==> src/hw/audio_bridge_regs.svh <==
// Register offsets, field positions, reset values and timing counts of the audio serial bridge.
`ifndef AUDIO_BRIDGE_REGS_SVH
`define AUDIO_BRIDGE_REGS_SVH

// Byte offsets of the registers on the bus.
`define AUD_CTRL_OFS 6'h00
`define AUD_STATUS_OFS 6'h04
`define AUD_MARKS_OFS 6'h08
`define AUD_PKTS_OFS 6'h0c
`define AUD_STEP_OFS 6'h10
`define AUD_INC_OFS 6'h14
`define AUD_TXDATA_OFS 6'h18
`define AUD_RXDATA_OFS 6'h1c
`define AUD_PKTSEL_OFS 6'h20
`define AUD_SOFMEAS_OFS 6'h24

// Control register fields.
`define AUD_CTRL_OUT_EN 0
`define AUD_CTRL_IN_EN 1
`define AUD_CTRL_FMT 2
`define AUD_CTRL_SIZE 4
`define AUD_CTRL_STEREO 6
`define AUD_CTRL_JACK_EN 7
`define AUD_CTRL_MODE 8
`define AUD_CTRL_FAST 10
`define AUD_CTRL_RATE 11

// Status register fields.
`define AUD_STAT_IN_LVL 0
`define AUD_STAT_OUT_LVL 8
`define AUD_STAT_MIC 16
`define AUD_STAT_JACK_EVT 17

// Watermark register fields.
`define AUD_MARK_IN_LOW 0
`define AUD_MARK_IN_HIGH 8
`define AUD_MARK_OUT_LOW 16
`define AUD_MARK_OUT_HIGH 24

// Packet size register fields.
`define AUD_PKT_SMALL 0
`define AUD_PKT_NORMAL 8
`define AUD_PKT_LARGE 16

// Reset values.
`define AUD_CTRL_RST 32'h0000_41c3
`define AUD_MARKS_RST 32'h0c04_0c04
`define AUD_PKTS_RST 32'h00c4_c0bc
`define AUD_STEP_RST 16'h0100

// Timing.
`define AUD_CLK_HZ 25000000
`define AUD_CLK_PERIOD_NS 40
`define AUD_SOF_PERIOD_NS 1000000
`define AUD_SOF_CYCLES (`AUD_SOF_PERIOD_NS / `AUD_CLK_PERIOD_NS)
`define AUD_SOF_WINDOW 16
`define AUD_FIFO_DEPTH 16

`endif

==> src/hw/audio_bridge_pkg.sv <==
// Types shared by the audio serial bridge modules.
package audio_bridge_pkg;
  // Alignment of data inside a word-select slot.
  typedef enum logic [1:0] {FMT_I2S, FMT_LEFT, FMT_RIGHT} audio_format_e;
  // How the sampling clock is steered.
  typedef enum logic [1:0] {MODE_FIXED, MODE_ADAPTIVE, MODE_SOF_LOCKED} clock_mode_e;
  // Bus slave answer sequence.
  typedef enum logic {BUS_IDLE, BUS_ANSWER} bus_state_e;
endpackage

==> src/hw/audio_fifo.sv <==
// Show-ahead sample FIFO, 32 bits wide and 16 deep.
`timescale 1ns/1ps
`include "audio_bridge_regs.svh"
module audio_fifo
  import audio_bridge_pkg::*;
(
  // Clock and reset.
  input wire logic clk,
  input wire logic rst,
  // Write side.
  input wire logic push,
  input wire logic [31:0] push_data,
  // Read side.
  input wire logic pop,
  output logic [31:0] head,
  // Fill state.
  output logic full,
  output logic empty,
  output logic [4:0] level
);
  // Storage and pointers as one state word.
  typedef struct packed {
    logic [`AUD_FIFO_DEPTH-1:0][31:0] mem;
    logic [3:0] rptr;
    logic [3:0] wptr;
    logic [4:0] level;
  } fifo_s;
  fifo_s st_q, st_d;
  logic do_push, do_pop;

  assign full = (st_q.level == 5'h10);
  assign empty = (st_q.level == 5'h00);
  assign level = st_q.level;
  assign head = st_q.mem[st_q.rptr];
  // A push into a full FIFO and a pop from an empty one are dropped.
  assign do_push = push && !full;
  assign do_pop = pop && !empty;

  // Pointer and level update.
  always_comb begin
    st_d = st_q;
    if (do_push) begin
      st_d.mem[st_q.wptr] = push_data;
      st_d.wptr = st_q.wptr + 4'h1;
    end
    if (do_pop) begin
      st_d.rptr = st_q.rptr + 4'h1;
    end
    st_d.level = st_q.level + {4'h0, do_push} - {4'h0, do_pop};
  end

  // State register.
  always_ff @(posedge clk) begin
    if (rst) begin
      st_q <= '0;
    end else begin
      st_q <= st_d;
    end
  end
endmodule

==> src/hw/sample_clock_nco.sv <==
// Phase accumulator that ticks at twice the serial bit rate.
`timescale 1ns/1ps
module sample_clock_nco (
  // Clock and reset.
  input wire logic clk,
  input wire logic rst,
  // Phase step per clock and run enable.
  input wire logic [31:0] inc,
  input wire logic run,
  // One-cycle tick at each carry.
  output logic tick
);
  // Accumulator and registered tick.
  typedef struct packed {
    logic [31:0] acc;
    logic tick;
  } nco_s;
  nco_s st_q, st_d;
  logic [32:0] sum;

  assign tick = st_q.tick;

  // Add the step; a carry out is one half bit period.
  always_comb begin
    st_d = st_q;
    sum = {1'b0, st_q.acc} + {1'b0, inc};
    if (run) begin
      st_d.acc = sum[31:0];
      st_d.tick = sum[32];
    end else begin
      st_d.acc = '0;
      st_d.tick = 1'b0;
    end
  end

  // State register.
  always_ff @(posedge clk) begin
    if (rst) begin
      st_q <= '0;
    end else begin
      st_q <= st_d;
    end
  end
endmodule

==> src/hw/usb_audio_serial_bridge.sv <==
// Audio serial bridge: serial codec link, sample FIFOs, clock steering and register slave.
//
// Local design decisions: register access over Avalon-MM and the address map.
`timescale 1ns/1ps
`include "audio_bridge_regs.svh"
module usb_audio_serial_bridge
  import audio_bridge_pkg::*;
#(
  // Clock cycles between frame start markers.
  parameter int SOF_NOMINAL_CYCLES = `AUD_SOF_CYCLES
) (
  // Clock and reset.
  input wire logic clk,
  input wire logic rst,
  // Avalon-MM register slave.
  input wire logic [5:0] avs_address,
  input wire logic avs_read,
  input wire logic avs_write,
  input wire logic [31:0] avs_writedata,
  input wire logic [3:0] avs_byteenable,
  output logic [31:0] avs_readdata,
  output logic avs_waitrequest,
  // Frame start marker from the USB side, one-cycle pulse.
  input wire logic sof,
  // Packet size chosen for the next input packet.
  output logic [7:0] in_packet_bytes,
  output logic in_packet_valid,
  // Serial codec link.
  output logic audio_master_clock,
  output logic audio_bit_clock,
  output logic audio_word_select,
  output logic audio_serial_out,
  output logic audio_serial_out_oe,
  input wire logic audio_serial_in,
  // Plug detect and its report.
  input wire logic mic_plug_detect,
  output logic jack_report,
  // Speed select for the codec control link.
  output logic ctl_link_fast
);
  // Every register of the bridge except those inside the two FIFOs and the NCO.
  typedef struct packed {
    bus_state_e bus;
    logic waitreq;
    logic [31:0] rdata;
    logic [31:0] ctrl;
    logic [31:0] marks;
    logic [31:0] pkts;
    logic [15:0] step;
    logic [31:0] inc;
    logic mclk;
    logic sck;
    logic ws;
    logic [5:0] bitcnt;
    logic sdo;
    logic sdo_oe;
    logic [31:0] rxbuf;
    logic [7:0] pkt_bytes;
    logic pkt_valid;
    logic [19:0] sof_cnt;
    logic [3:0] sof_num;
    logic [23:0] sof_sum;
    logic [23:0] sof_meas;
    logic jack_evt;
    logic mic_prev;
    logic jack_rep;
    logic fast;
  } bridge_s;
  bridge_s st_q, st_d;

  // FIFO hookups.
  logic tx_push, tx_pop, tx_full, tx_empty;
  logic rx_push, rx_pop, rx_full, rx_empty;
  logic [31:0] tx_head, rx_head, rx_word;
  logic [4:0] tx_level, rx_level;
  // Serial timing.
  logic tick, running;
  // Decoded configuration.
  logic out_en, in_en, stereo;
  logic [5:0] width, offset;
  clock_mode_e mode;
  logic [31:0] base_inc;
  logic [23:0] window_nominal;

  // Phase step for each rate code; the NCO ticks at 128 times fs.
  function automatic logic [31:0] rate_inc(input logic [3:0] code);
    case (code)
      4'h0: return 32'((64'd8000 << 39) / 64'(`AUD_CLK_HZ));
      4'h1: return 32'((64'd11025 << 39) / 64'(`AUD_CLK_HZ));
      4'h2: return 32'((64'd12000 << 39) / 64'(`AUD_CLK_HZ));
      4'h3: return 32'((64'd16000 << 39) / 64'(`AUD_CLK_HZ));
      4'h4: return 32'((64'd22050 << 39) / 64'(`AUD_CLK_HZ));
      4'h5: return 32'((64'd24000 << 39) / 64'(`AUD_CLK_HZ));
      4'h6: return 32'((64'd32000 << 39) / 64'(`AUD_CLK_HZ));
      4'h7: return 32'((64'd44100 << 39) / 64'(`AUD_CLK_HZ));
      default: return 32'((64'd48000 << 39) / 64'(`AUD_CLK_HZ));
    endcase
  endfunction

  // Byte-lane merge of a bus write into a register.
  function automatic logic [31:0] be_merge(input logic [31:0] old, input logic [31:0] nw, input logic [3:0] be);
    logic [31:0] r;
    r = old;
    for (int i = 0; i < 4; i++) begin
      if (be[i]) begin
        r[i*8 +: 8] = nw[i*8 +: 8];
      end
    end
    return r;
  endfunction

  // Size code to bits per sample.
  function automatic logic [5:0] sample_width(input logic [1:0] code);
    case (code)
      2'h1: return 6'h18;
      2'h2: return 6'h20;
      default: return 6'h10;
    endcase
  endfunction

  // Sample FIFO from the host toward the codec.
  audio_fifo u_out_fifo (
    .clk(clk), .rst(rst), .push(tx_push), .push_data(avs_writedata), .pop(tx_pop),
    .head(tx_head), .full(tx_full), .empty(tx_empty), .level(tx_level)
  );
  // Sample FIFO from the codec toward the host.
  audio_fifo u_in_fifo (
    .clk(clk), .rst(rst), .push(rx_push), .push_data(rx_word), .pop(rx_pop),
    .head(rx_head), .full(rx_full), .empty(rx_empty), .level(rx_level)
  );
  // Sampling clock generator.
  sample_clock_nco u_nco (
    .clk(clk), .rst(rst), .inc(st_q.inc), .run(running), .tick(tick)
  );

  // Configuration decode.
  assign out_en = st_q.ctrl[`AUD_CTRL_OUT_EN];
  assign in_en = st_q.ctrl[`AUD_CTRL_IN_EN];
  assign running = out_en || in_en;
  assign stereo = st_q.ctrl[`AUD_CTRL_STEREO];
  assign width = sample_width(st_q.ctrl[`AUD_CTRL_SIZE +: 2]);
  assign mode = clock_mode_e'(st_q.ctrl[`AUD_CTRL_MODE +: 2]);
  assign base_inc = rate_inc(st_q.ctrl[`AUD_CTRL_RATE +: 4]);
  assign window_nominal = 24'(SOF_NOMINAL_CYCLES * `AUD_SOF_WINDOW);
  // Data starts one bit after the slot edge, at it, or flush to its end.
  always_comb begin
    case (audio_format_e'(st_q.ctrl[`AUD_CTRL_FMT +: 2]))
      FMT_I2S: offset = 6'h01;
      FMT_RIGHT: offset = 6'h20 - width;
      default: offset = 6'h00;
    endcase
  end

  // Next-state logic of the whole bridge.
  always_comb begin
    logic [5:0] nb;
    logic [5:0] rel;
    logic [31:0] aligned;
    logic [31:0] buf_new;
    st_d = st_q;
    nb = st_q.bitcnt + 6'h01;
    rel = 6'h00;
    aligned = tx_head << (6'h20 - width);
    buf_new = st_q.rxbuf;
    tx_push = 1'b0;
    tx_pop = 1'b0;
    rx_push = 1'b0;
    rx_pop = 1'b0;
    rx_word = '0;
    st_d.pkt_valid = 1'b0;

    // Serial framing: each tick is one half bit period.
    if (!running) begin
      st_d.mclk = 1'b0;
      st_d.sck = 1'b0;
      st_d.ws = 1'b0;
      st_d.bitcnt = 6'h00;
      st_d.sdo = 1'b0;
    end else if (tick) begin
      st_d.mclk = ~st_q.mclk;
      st_d.sck = ~st_q.sck;
      if (st_q.sck) begin
        // Falling bit clock: advance and present the next output bit.
        st_d.bitcnt = nb;
        st_d.ws = nb[5];
        rel = nb - offset;
        st_d.sdo = 1'b0;
        if (out_en && ({1'b0, rel[4:0]} < width)) begin
          st_d.sdo = tx_empty ? 1'b0 : aligned[5'd31 - rel[4:0]];
          // Mono repeats the left sample in the right slot.
          if (({1'b0, rel[4:0]} == width - 6'h01) && (stereo || rel[5])) begin
            tx_pop = !tx_empty;
          end
        end
      end else begin
        // Rising bit clock: capture one input bit.
        rel = st_q.bitcnt - offset;
        if (in_en && ({1'b0, rel[4:0]} < width)) begin
          buf_new[5'd31 - rel[4:0]] = audio_serial_in;
          st_d.rxbuf = buf_new;
          // Mono keeps only the left slot.
          if (({1'b0, rel[4:0]} == width - 6'h01) && (stereo || !rel[5])) begin
            rx_push = 1'b1;
            rx_word = buf_new >> (6'h20 - width);
          end
        end
      end
    end

    // A disabled output path pulls the line low at once, not at the next bit edge.
    if (!out_en) begin
      st_d.sdo = 1'b0;
    end

    // Frame timing measurement and once-per-frame decisions.
    if (sof) begin
      // The marker cycle itself counts, so a period of N cycles measures as N.
      st_d.sof_cnt = 20'h1;
      st_d.sof_num = st_q.sof_num + 4'h1;
      st_d.sof_sum = st_q.sof_sum + {4'h0, st_q.sof_cnt};
      // Packet size for the coming input packet from input fill.
      st_d.pkt_valid = 1'b1;
      if (rx_level > st_q.marks[`AUD_MARK_IN_HIGH +: 5]) begin
        st_d.pkt_bytes = st_q.pkts[`AUD_PKT_LARGE +: 8];
      end else if (rx_level < st_q.marks[`AUD_MARK_IN_LOW +: 5]) begin
        st_d.pkt_bytes = st_q.pkts[`AUD_PKT_SMALL +: 8];
      end else begin
        st_d.pkt_bytes = st_q.pkts[`AUD_PKT_NORMAL +: 8];
      end
      // Adaptive trim from output fill.
      if (mode == MODE_ADAPTIVE) begin
        if (tx_level > st_q.marks[`AUD_MARK_OUT_HIGH +: 5]) begin
          st_d.inc = st_q.inc + {16'h0, st_q.step};
        end else if (tx_level < st_q.marks[`AUD_MARK_OUT_LOW +: 5]) begin
          st_d.inc = st_q.inc - {16'h0, st_q.step};
        end
      end
      // Sixteen frames complete a measurement window.
      if (st_q.sof_num == 4'hf) begin
        st_d.sof_meas = st_d.sof_sum;
        st_d.sof_sum = '0;
        if (mode == MODE_SOF_LOCKED) begin
          // A longer window means a slower host clock.
          if (st_d.sof_sum > window_nominal) begin
            st_d.inc = st_q.inc - {16'h0, st_q.step};
          end else if (st_d.sof_sum < window_nominal) begin
            st_d.inc = st_q.inc + {16'h0, st_q.step};
          end
        end
      end
    end else if (st_q.sof_cnt != 20'hfffff) begin
      st_d.sof_cnt = st_q.sof_cnt + 20'h1;
    end

    // Plug detect: a change sets a sticky flag, reporting is gated.
    st_d.mic_prev = mic_plug_detect;
    st_d.jack_rep = st_q.ctrl[`AUD_CTRL_JACK_EN] && mic_plug_detect;
    st_d.fast = st_q.ctrl[`AUD_CTRL_FAST];
    st_d.sdo_oe = out_en;

    // Register slave: take a request, answer one cycle later.
    case (st_q.bus)
      BUS_IDLE: begin
        if ((avs_read || avs_write) && !(avs_write && avs_address == `AUD_TXDATA_OFS && tx_full)) begin
          st_d.bus = BUS_ANSWER;
          st_d.waitreq = 1'b0;
          st_d.rdata = '0;
          if (avs_write) begin
            case (avs_address)
              `AUD_CTRL_OFS: begin
                st_d.ctrl = be_merge(st_q.ctrl, avs_writedata, avs_byteenable);
                st_d.inc = rate_inc(st_d.ctrl[`AUD_CTRL_RATE +: 4]);
              end
              `AUD_STATUS_OFS: begin
                if (avs_byteenable[2] && avs_writedata[`AUD_STAT_JACK_EVT]) begin
                  st_d.jack_evt = 1'b0;
                end
              end
              `AUD_MARKS_OFS: st_d.marks = be_merge(st_q.marks, avs_writedata, avs_byteenable);
              `AUD_PKTS_OFS: st_d.pkts = be_merge(st_q.pkts, avs_writedata, avs_byteenable);
              `AUD_STEP_OFS: st_d.step = 16'(be_merge({16'h0, st_q.step}, avs_writedata, avs_byteenable));
              `AUD_TXDATA_OFS: tx_push = 1'b1;
              default: begin
              end
            endcase
          end else begin
            case (avs_address)
              `AUD_CTRL_OFS: st_d.rdata = st_q.ctrl;
              `AUD_STATUS_OFS: begin
                st_d.rdata[`AUD_STAT_IN_LVL +: 5] = rx_level;
                st_d.rdata[`AUD_STAT_OUT_LVL +: 5] = tx_level;
                st_d.rdata[`AUD_STAT_MIC] = mic_plug_detect;
                st_d.rdata[`AUD_STAT_JACK_EVT] = st_q.jack_evt;
              end
              `AUD_MARKS_OFS: st_d.rdata = st_q.marks;
              `AUD_PKTS_OFS: st_d.rdata = st_q.pkts;
              `AUD_STEP_OFS: st_d.rdata = {16'h0, st_q.step};
              `AUD_INC_OFS: st_d.rdata = st_q.inc;
              `AUD_RXDATA_OFS: begin
                st_d.rdata = rx_empty ? 32'h0000_0000 : rx_head;
                rx_pop = 1'b1;
              end
              `AUD_PKTSEL_OFS: st_d.rdata = {24'h0, st_q.pkt_bytes};
              `AUD_SOFMEAS_OFS: st_d.rdata = {8'h0, st_q.sof_meas};
              default: st_d.rdata = '0;
            endcase
          end
        end
      end
      BUS_ANSWER: begin
        st_d.bus = BUS_IDLE;
        st_d.waitreq = 1'b1;
      end
      default: begin
        st_d.bus = BUS_IDLE;
        st_d.waitreq = 1'b1;
      end
    endcase

    // A plug change wins over a clear in the same cycle.
    if (mic_plug_detect != st_q.mic_prev) begin
      st_d.jack_evt = 1'b1;
    end
    // Fixed mode keeps the nominal rate whatever else happened.
    if (mode == MODE_FIXED) begin
      st_d.inc = rate_inc(st_d.ctrl[`AUD_CTRL_RATE +: 4]);
    end
  end

  // State register.
  always_ff @(posedge clk) begin
    if (rst) begin
      st_q <= '0;
      st_q.bus <= BUS_IDLE;
      st_q.waitreq <= 1'b1;
      st_q.ctrl <= `AUD_CTRL_RST;
      st_q.marks <= `AUD_MARKS_RST;
      st_q.pkts <= `AUD_PKTS_RST;
      st_q.step <= `AUD_STEP_RST;
      st_q.inc <= rate_inc(4'h8);
    end else begin
      st_q <= st_d;
    end
  end

  // Outputs straight from the state register.
  assign avs_readdata = st_q.rdata;
  assign avs_waitrequest = st_q.waitreq;
  assign in_packet_bytes = st_q.pkt_bytes;
  assign in_packet_valid = st_q.pkt_valid;
  assign audio_master_clock = st_q.mclk;
  assign audio_bit_clock = st_q.sck;
  assign audio_word_select = st_q.ws;
  assign audio_serial_out = st_q.sdo;
  assign audio_serial_out_oe = st_q.sdo_oe;
  assign jack_report = st_q.jack_rep;
  assign ctl_link_fast = st_q.fast;
endmodule

==> config.mk <==
export PLATFORM = sky130hd
export DESIGN_NAME = usb_audio_serial_bridge
export DESIGN_NICKNAME = d
export VERILOG_FILES = /design/src/hw/audio_bridge_pkg.sv /design/src/hw/audio_fifo.sv /design/src/hw/sample_clock_nco.sv /design/src/hw/usb_audio_serial_bridge.sv
export VERILOG_INCLUDE_DIRS = /design/src /design/src/hw
export SDC_FILE = /design/constraint.sdc
export NUM_CORES = 2
export LEC_CHECK = 0
export ABC_CLOCK_PERIOD_IN_PS = 10200
export BUFFER_PORTS_ARGS = -buffer_cell sky130_fd_sc_hd__clkbuf_2
export CAP_MARGIN = 0
export CELL_PAD_IN_SITES_DETAIL_PLACEMENT = 1
export CELL_PAD_IN_SITES_GLOBAL_PLACEMENT = 1
export CORE_ASPECT_RATIO = 1.4
export CORE_UTILIZATION = 50
export DETAILED_ROUTE_END_ITERATION = 7
export GPL_ROUTABILITY_DRIVEN = 0
export PLACE_DENSITY_LB_ADDON = 0.08
export SLEW_MARGIN = 20
export SYNTH_ARGS = -nofsm -noshare
export SYNTH_HDL_FRONTEND = slang
export SYNTH_SLANG_ARGS = --single-unit
==> constraint.sdc <==
create_clock -name clk -period 10.2 [get_ports clk]
set_clock_uncertainty 0.05 [all_clocks]
set_input_delay 0.51 -clock clk [delete_from_list [all_inputs] [get_ports clk]]
set_output_delay 0.51 -clock clk [all_outputs]
set_load 0.01 [all_outputs]
==> parameters.txt <==
Parameter                              Value

Status
  Run status ... complete, no violations

Layout
  Final net count ... between 8000 and 9000
  Final core utilization ... 54.66%
  Fraction of final layout cells sized beyond drive strength 1 ... 10.14%
  Fill count ... 16149
  Number of non-filler instances in the completed layout ... 9884
  Area added between synthesis and finish ... 8.179%

Synthesis
  Area of the mapped netlist ... 0.06795 mm^2
  Seq cells post-synth ... 1388
  Most common library cells after synthesis ... nand2_1, dfxtp_1, a21oi_1, nor2_1, clkbuf_1
  Synthesized area per cell ... approximately 8.1 um^2
  Most numerous cell in the Yosys netlist ... nand2_1
  Post-synth top flop ... dfxtp_1
  Portion of synthesized cell area occupied by the leading cell type ... between 40% and 50%
  Syn. warnings ... 0
  Post-synthesis instance total ... 8357
  Dominant cell type by area after synthesis ... dfxtp_1
  Count of flip-flops with a built-in enable after synthesis ... 0
  Most area-consuming cells after synthesis ... dfxtp_1, nand2_1, a21oi_1
  Post-synth net total ... around 8600
  Ys async rst share ... 0%
  Number of different library cells in the post-synthesis netlist ... approximately 110
  Sequential element share of the synthesized area ... approximately two fifths

STA
  Final hold violation count ... 0
  Final Max Slew Viols ... 0
  Relative slew margins ... 15.09%
  Final Worst Setup Slack ... 3757 ps
  Final TNS setup ... 0 ps
  Period Utilization, post-route ... 63.17%
  Post-layout minimum cycle time ... 6443 ps
  Slew @ Worst Pin ... between 1000 and 1500 ps
  Total of endpoints with negative setup slack in the final report ... 0
  Maximum achievable frequency ... approximately 0.16 GHz
  RSZ-0062 raised after global routing ... no

Detailed routing
  Vias/cell ... 6.368
  Router iterations before antenna repair ... 5
  Iteration-0 DRC count of the detailed router ... 5161
  Drc violations ... 0
  Antenna-violating nets left ... 0
  Final WL ... 265900 um
  Total number of vias ... 62937
  Routed WL per cell ... 26.90 um

GRT
  Via count of the first global-routing pass ... 65178
  GRT Residual Overflow ... 0
  Largest net degree at the start of global routing ... 240
  Global-route wire length before repair ... 398500 um
  Initial antenna violation count ... 14
  Overall routing resource usage ... 37.98%

Pwr
  Internal Dissipation ... 8.845 mW
  Cell Pwr Density ... 160.5 mW/mm^2
  Net load switching power ... about 3.0 mW
  Total leakage power ... 24.79 nW
  Reg power frac ... 47.0%
  Clock network fraction of design power ... 45.7%
  VDD IR max ... 0.1868 mV
  Proportion of total power due to net switching ... between 20 and 30%
  Logic pwr share ... 7.3%

Clock network
  CTS H-Tree Depth ... 4
  Clock net sink count ... roughly 1400
  Post-CTS repair timing setup buffer count ... 0
  TritonCTS clock tree ... done
  Post-cts hold buffer count ... 0
  Clock buffers created by TritonCTS ... ~140
  CTS root buf ... clkbuf_16
  Insertion delay of the later-clocked pin in the worst-skew pair ... ~810 ps
  Clock input transition at the sequential cells of the worst setup and hold paths ... 60 ps
  Total of cells resized after clock tree synthesis ... 0
  Clock Path Buffers ... 3

Placed design
  Setup slack at placement ... 3855 ps
  Number of placed instances, taps included ... approximately 9600
  Number of buffers added on ports ... 97
  Detailed placement HPWL ... 176900 um

Floorplanning
  Placeable core area ... 0.1345 mm^2
  Effective utilization at floorplan ... 50.53%
  Die area ... 0.1374 mm^2
  Die outline height ... 438.2 um
  Overall die width ... 313.6 um
  Top-Level Pins ... 98
  Core Rows ... ~160

Hold path
  Hold Crit Class ... in -> reg

Critical path
  Required time of the worst setup path ... approximately 11000 ps
  Crit-path max FO ... 56
  Crit path capture type ... flop
  Nature of the critical path startpoint ... flop
  Worst path arrival time ... a little over 7000 ps
  Kind of critical path ... reg -> reg

Flow run
  Maximum capacitance violations ... 0
## worst max-delay path: stages (launching register included)
cell and delay [ps]:
dfxtp_1 340, inv_1 70, ha_2 150, buf_4 600, nand2_1 180, ha_1 450
a21oi_4 240, xor2_4 680, inv_2 360, ha_1 300, nor2b_1 150, a211oi_4 220
nand3_1 220, a221oi_4 240, buf_4 440, nand3_2 920, a21oi_1 500, nor2_1 110
## registers in the layout (all words and copies together), names as in the netlist, 2 cells and up
name / cells
u_in_fifo.st_q: 520
u_out_fifo.st_q: 520
st_q: 251
avs_readdata: 32
u_nco.st_q: 32
in_packet_bytes: 8
u_in_fifo.level: 5
u_out_fifo.level: 5
mode: 2
## through the flow
stage | power [mW] | hold WS, ps | instance area, um^2
detailed placement | 6.505 | 392.1 | 68750
finish | 11.80 | 67.27 | 73510
global placement | 6.475 | 384.4 | 68740
CTS | 11.83 | 37.06 | 73470
global route | 12.13 | 64.76 | 73500
floorplan | 6.259 | 378.5 | 67950
## layout by cell type (no fill, tap or decap), drive strengths merged, types with 55 or more instances in the layout
master,count
nand2,2053
dfxtp,1388
a21oi,1316
nor2,653
clkbuf,309
mux2i,276
o21ai,240
mux4,196
ha,159
nand3,142
buf,124
inv,121
a22oi,115
nor3,74
xnor2,66
a221oi,60
mux2,55
## power by group through the flow
| stage | Sequential [mW] | Clock, mW | Combinational, mW |
|---|---|---|---|
| 2_1_floorplan | 5.63 | 0 | 0.628 |
| 3_3_place_gp | 5.66 | 0 | 0.812 |
| 3_5_place_dp | 5.67 | 0 | 0.839 |
| 4_1_cts | 5.54 | 5.44 | 0.847 |
| 5_1_grt | 5.55 | 5.64 | 0.934 |
| 6_report | 5.55 | 5.39 | 0.861 |
## cells by family (layout without fill, tap and decap cells)
logic type,Yosys count,count (layout),synth area share [%]
AOI/OAI and AO/OA,2092,2092,17.85
xor gates and xnor gates,114,114,1.567
adders and majority gates,165,165,3.104
buffers and inverters,849,597,5.356
DFF,1388,1388,40.89
muxes,527,527,11.47
other,0,8,0
and+or+nand+nor,3222,3222,19.76
## final timing paths
path	endpoint	cells past startpoint	slack, ps	start
max	u_in_fifo.st_q[287]	17	3760	st_q[245]
min	u_out_fifo.st_q[116]	2	70	rst
max reg2reg	u_in_fifo.st_q[287]	17	3760	st_q[245]
min reg2reg	u_out_fifo.st_q[507]	2	400	u_out_fifo.st_q[507]
## layout make-up
type / count / area, um^2 / area share (%)
antenna: 8 / 20.02 / 0.02723
timing repair buffer: 220 / 1468 / 1.997
multi-input combinational: 6120 / 36830 / 50.10
inverter: 119 / 451.7 / 0.6144
clock inverter: 45 / 419.2 / 0.5702
clock buffer: 213 / 4299 / 5.848
tap: 1771 / 2216 / 3.014
sequential: 1388 / 27810 / 37.83
## routing by layer
layer | vias to the layer above | wire length [um] | track usage (%)
li1 | 28040 | - | -
met1 | 31640 | 99590 | 42.84
met2 | 2334 | 128600 | 65.05
met3 | 911 | 16680 | 6.053
met4 | 12 | 20940 | 27.18
met5 | - | 84 | 0
No activity file was read; power rests on OpenSTA's default activity.
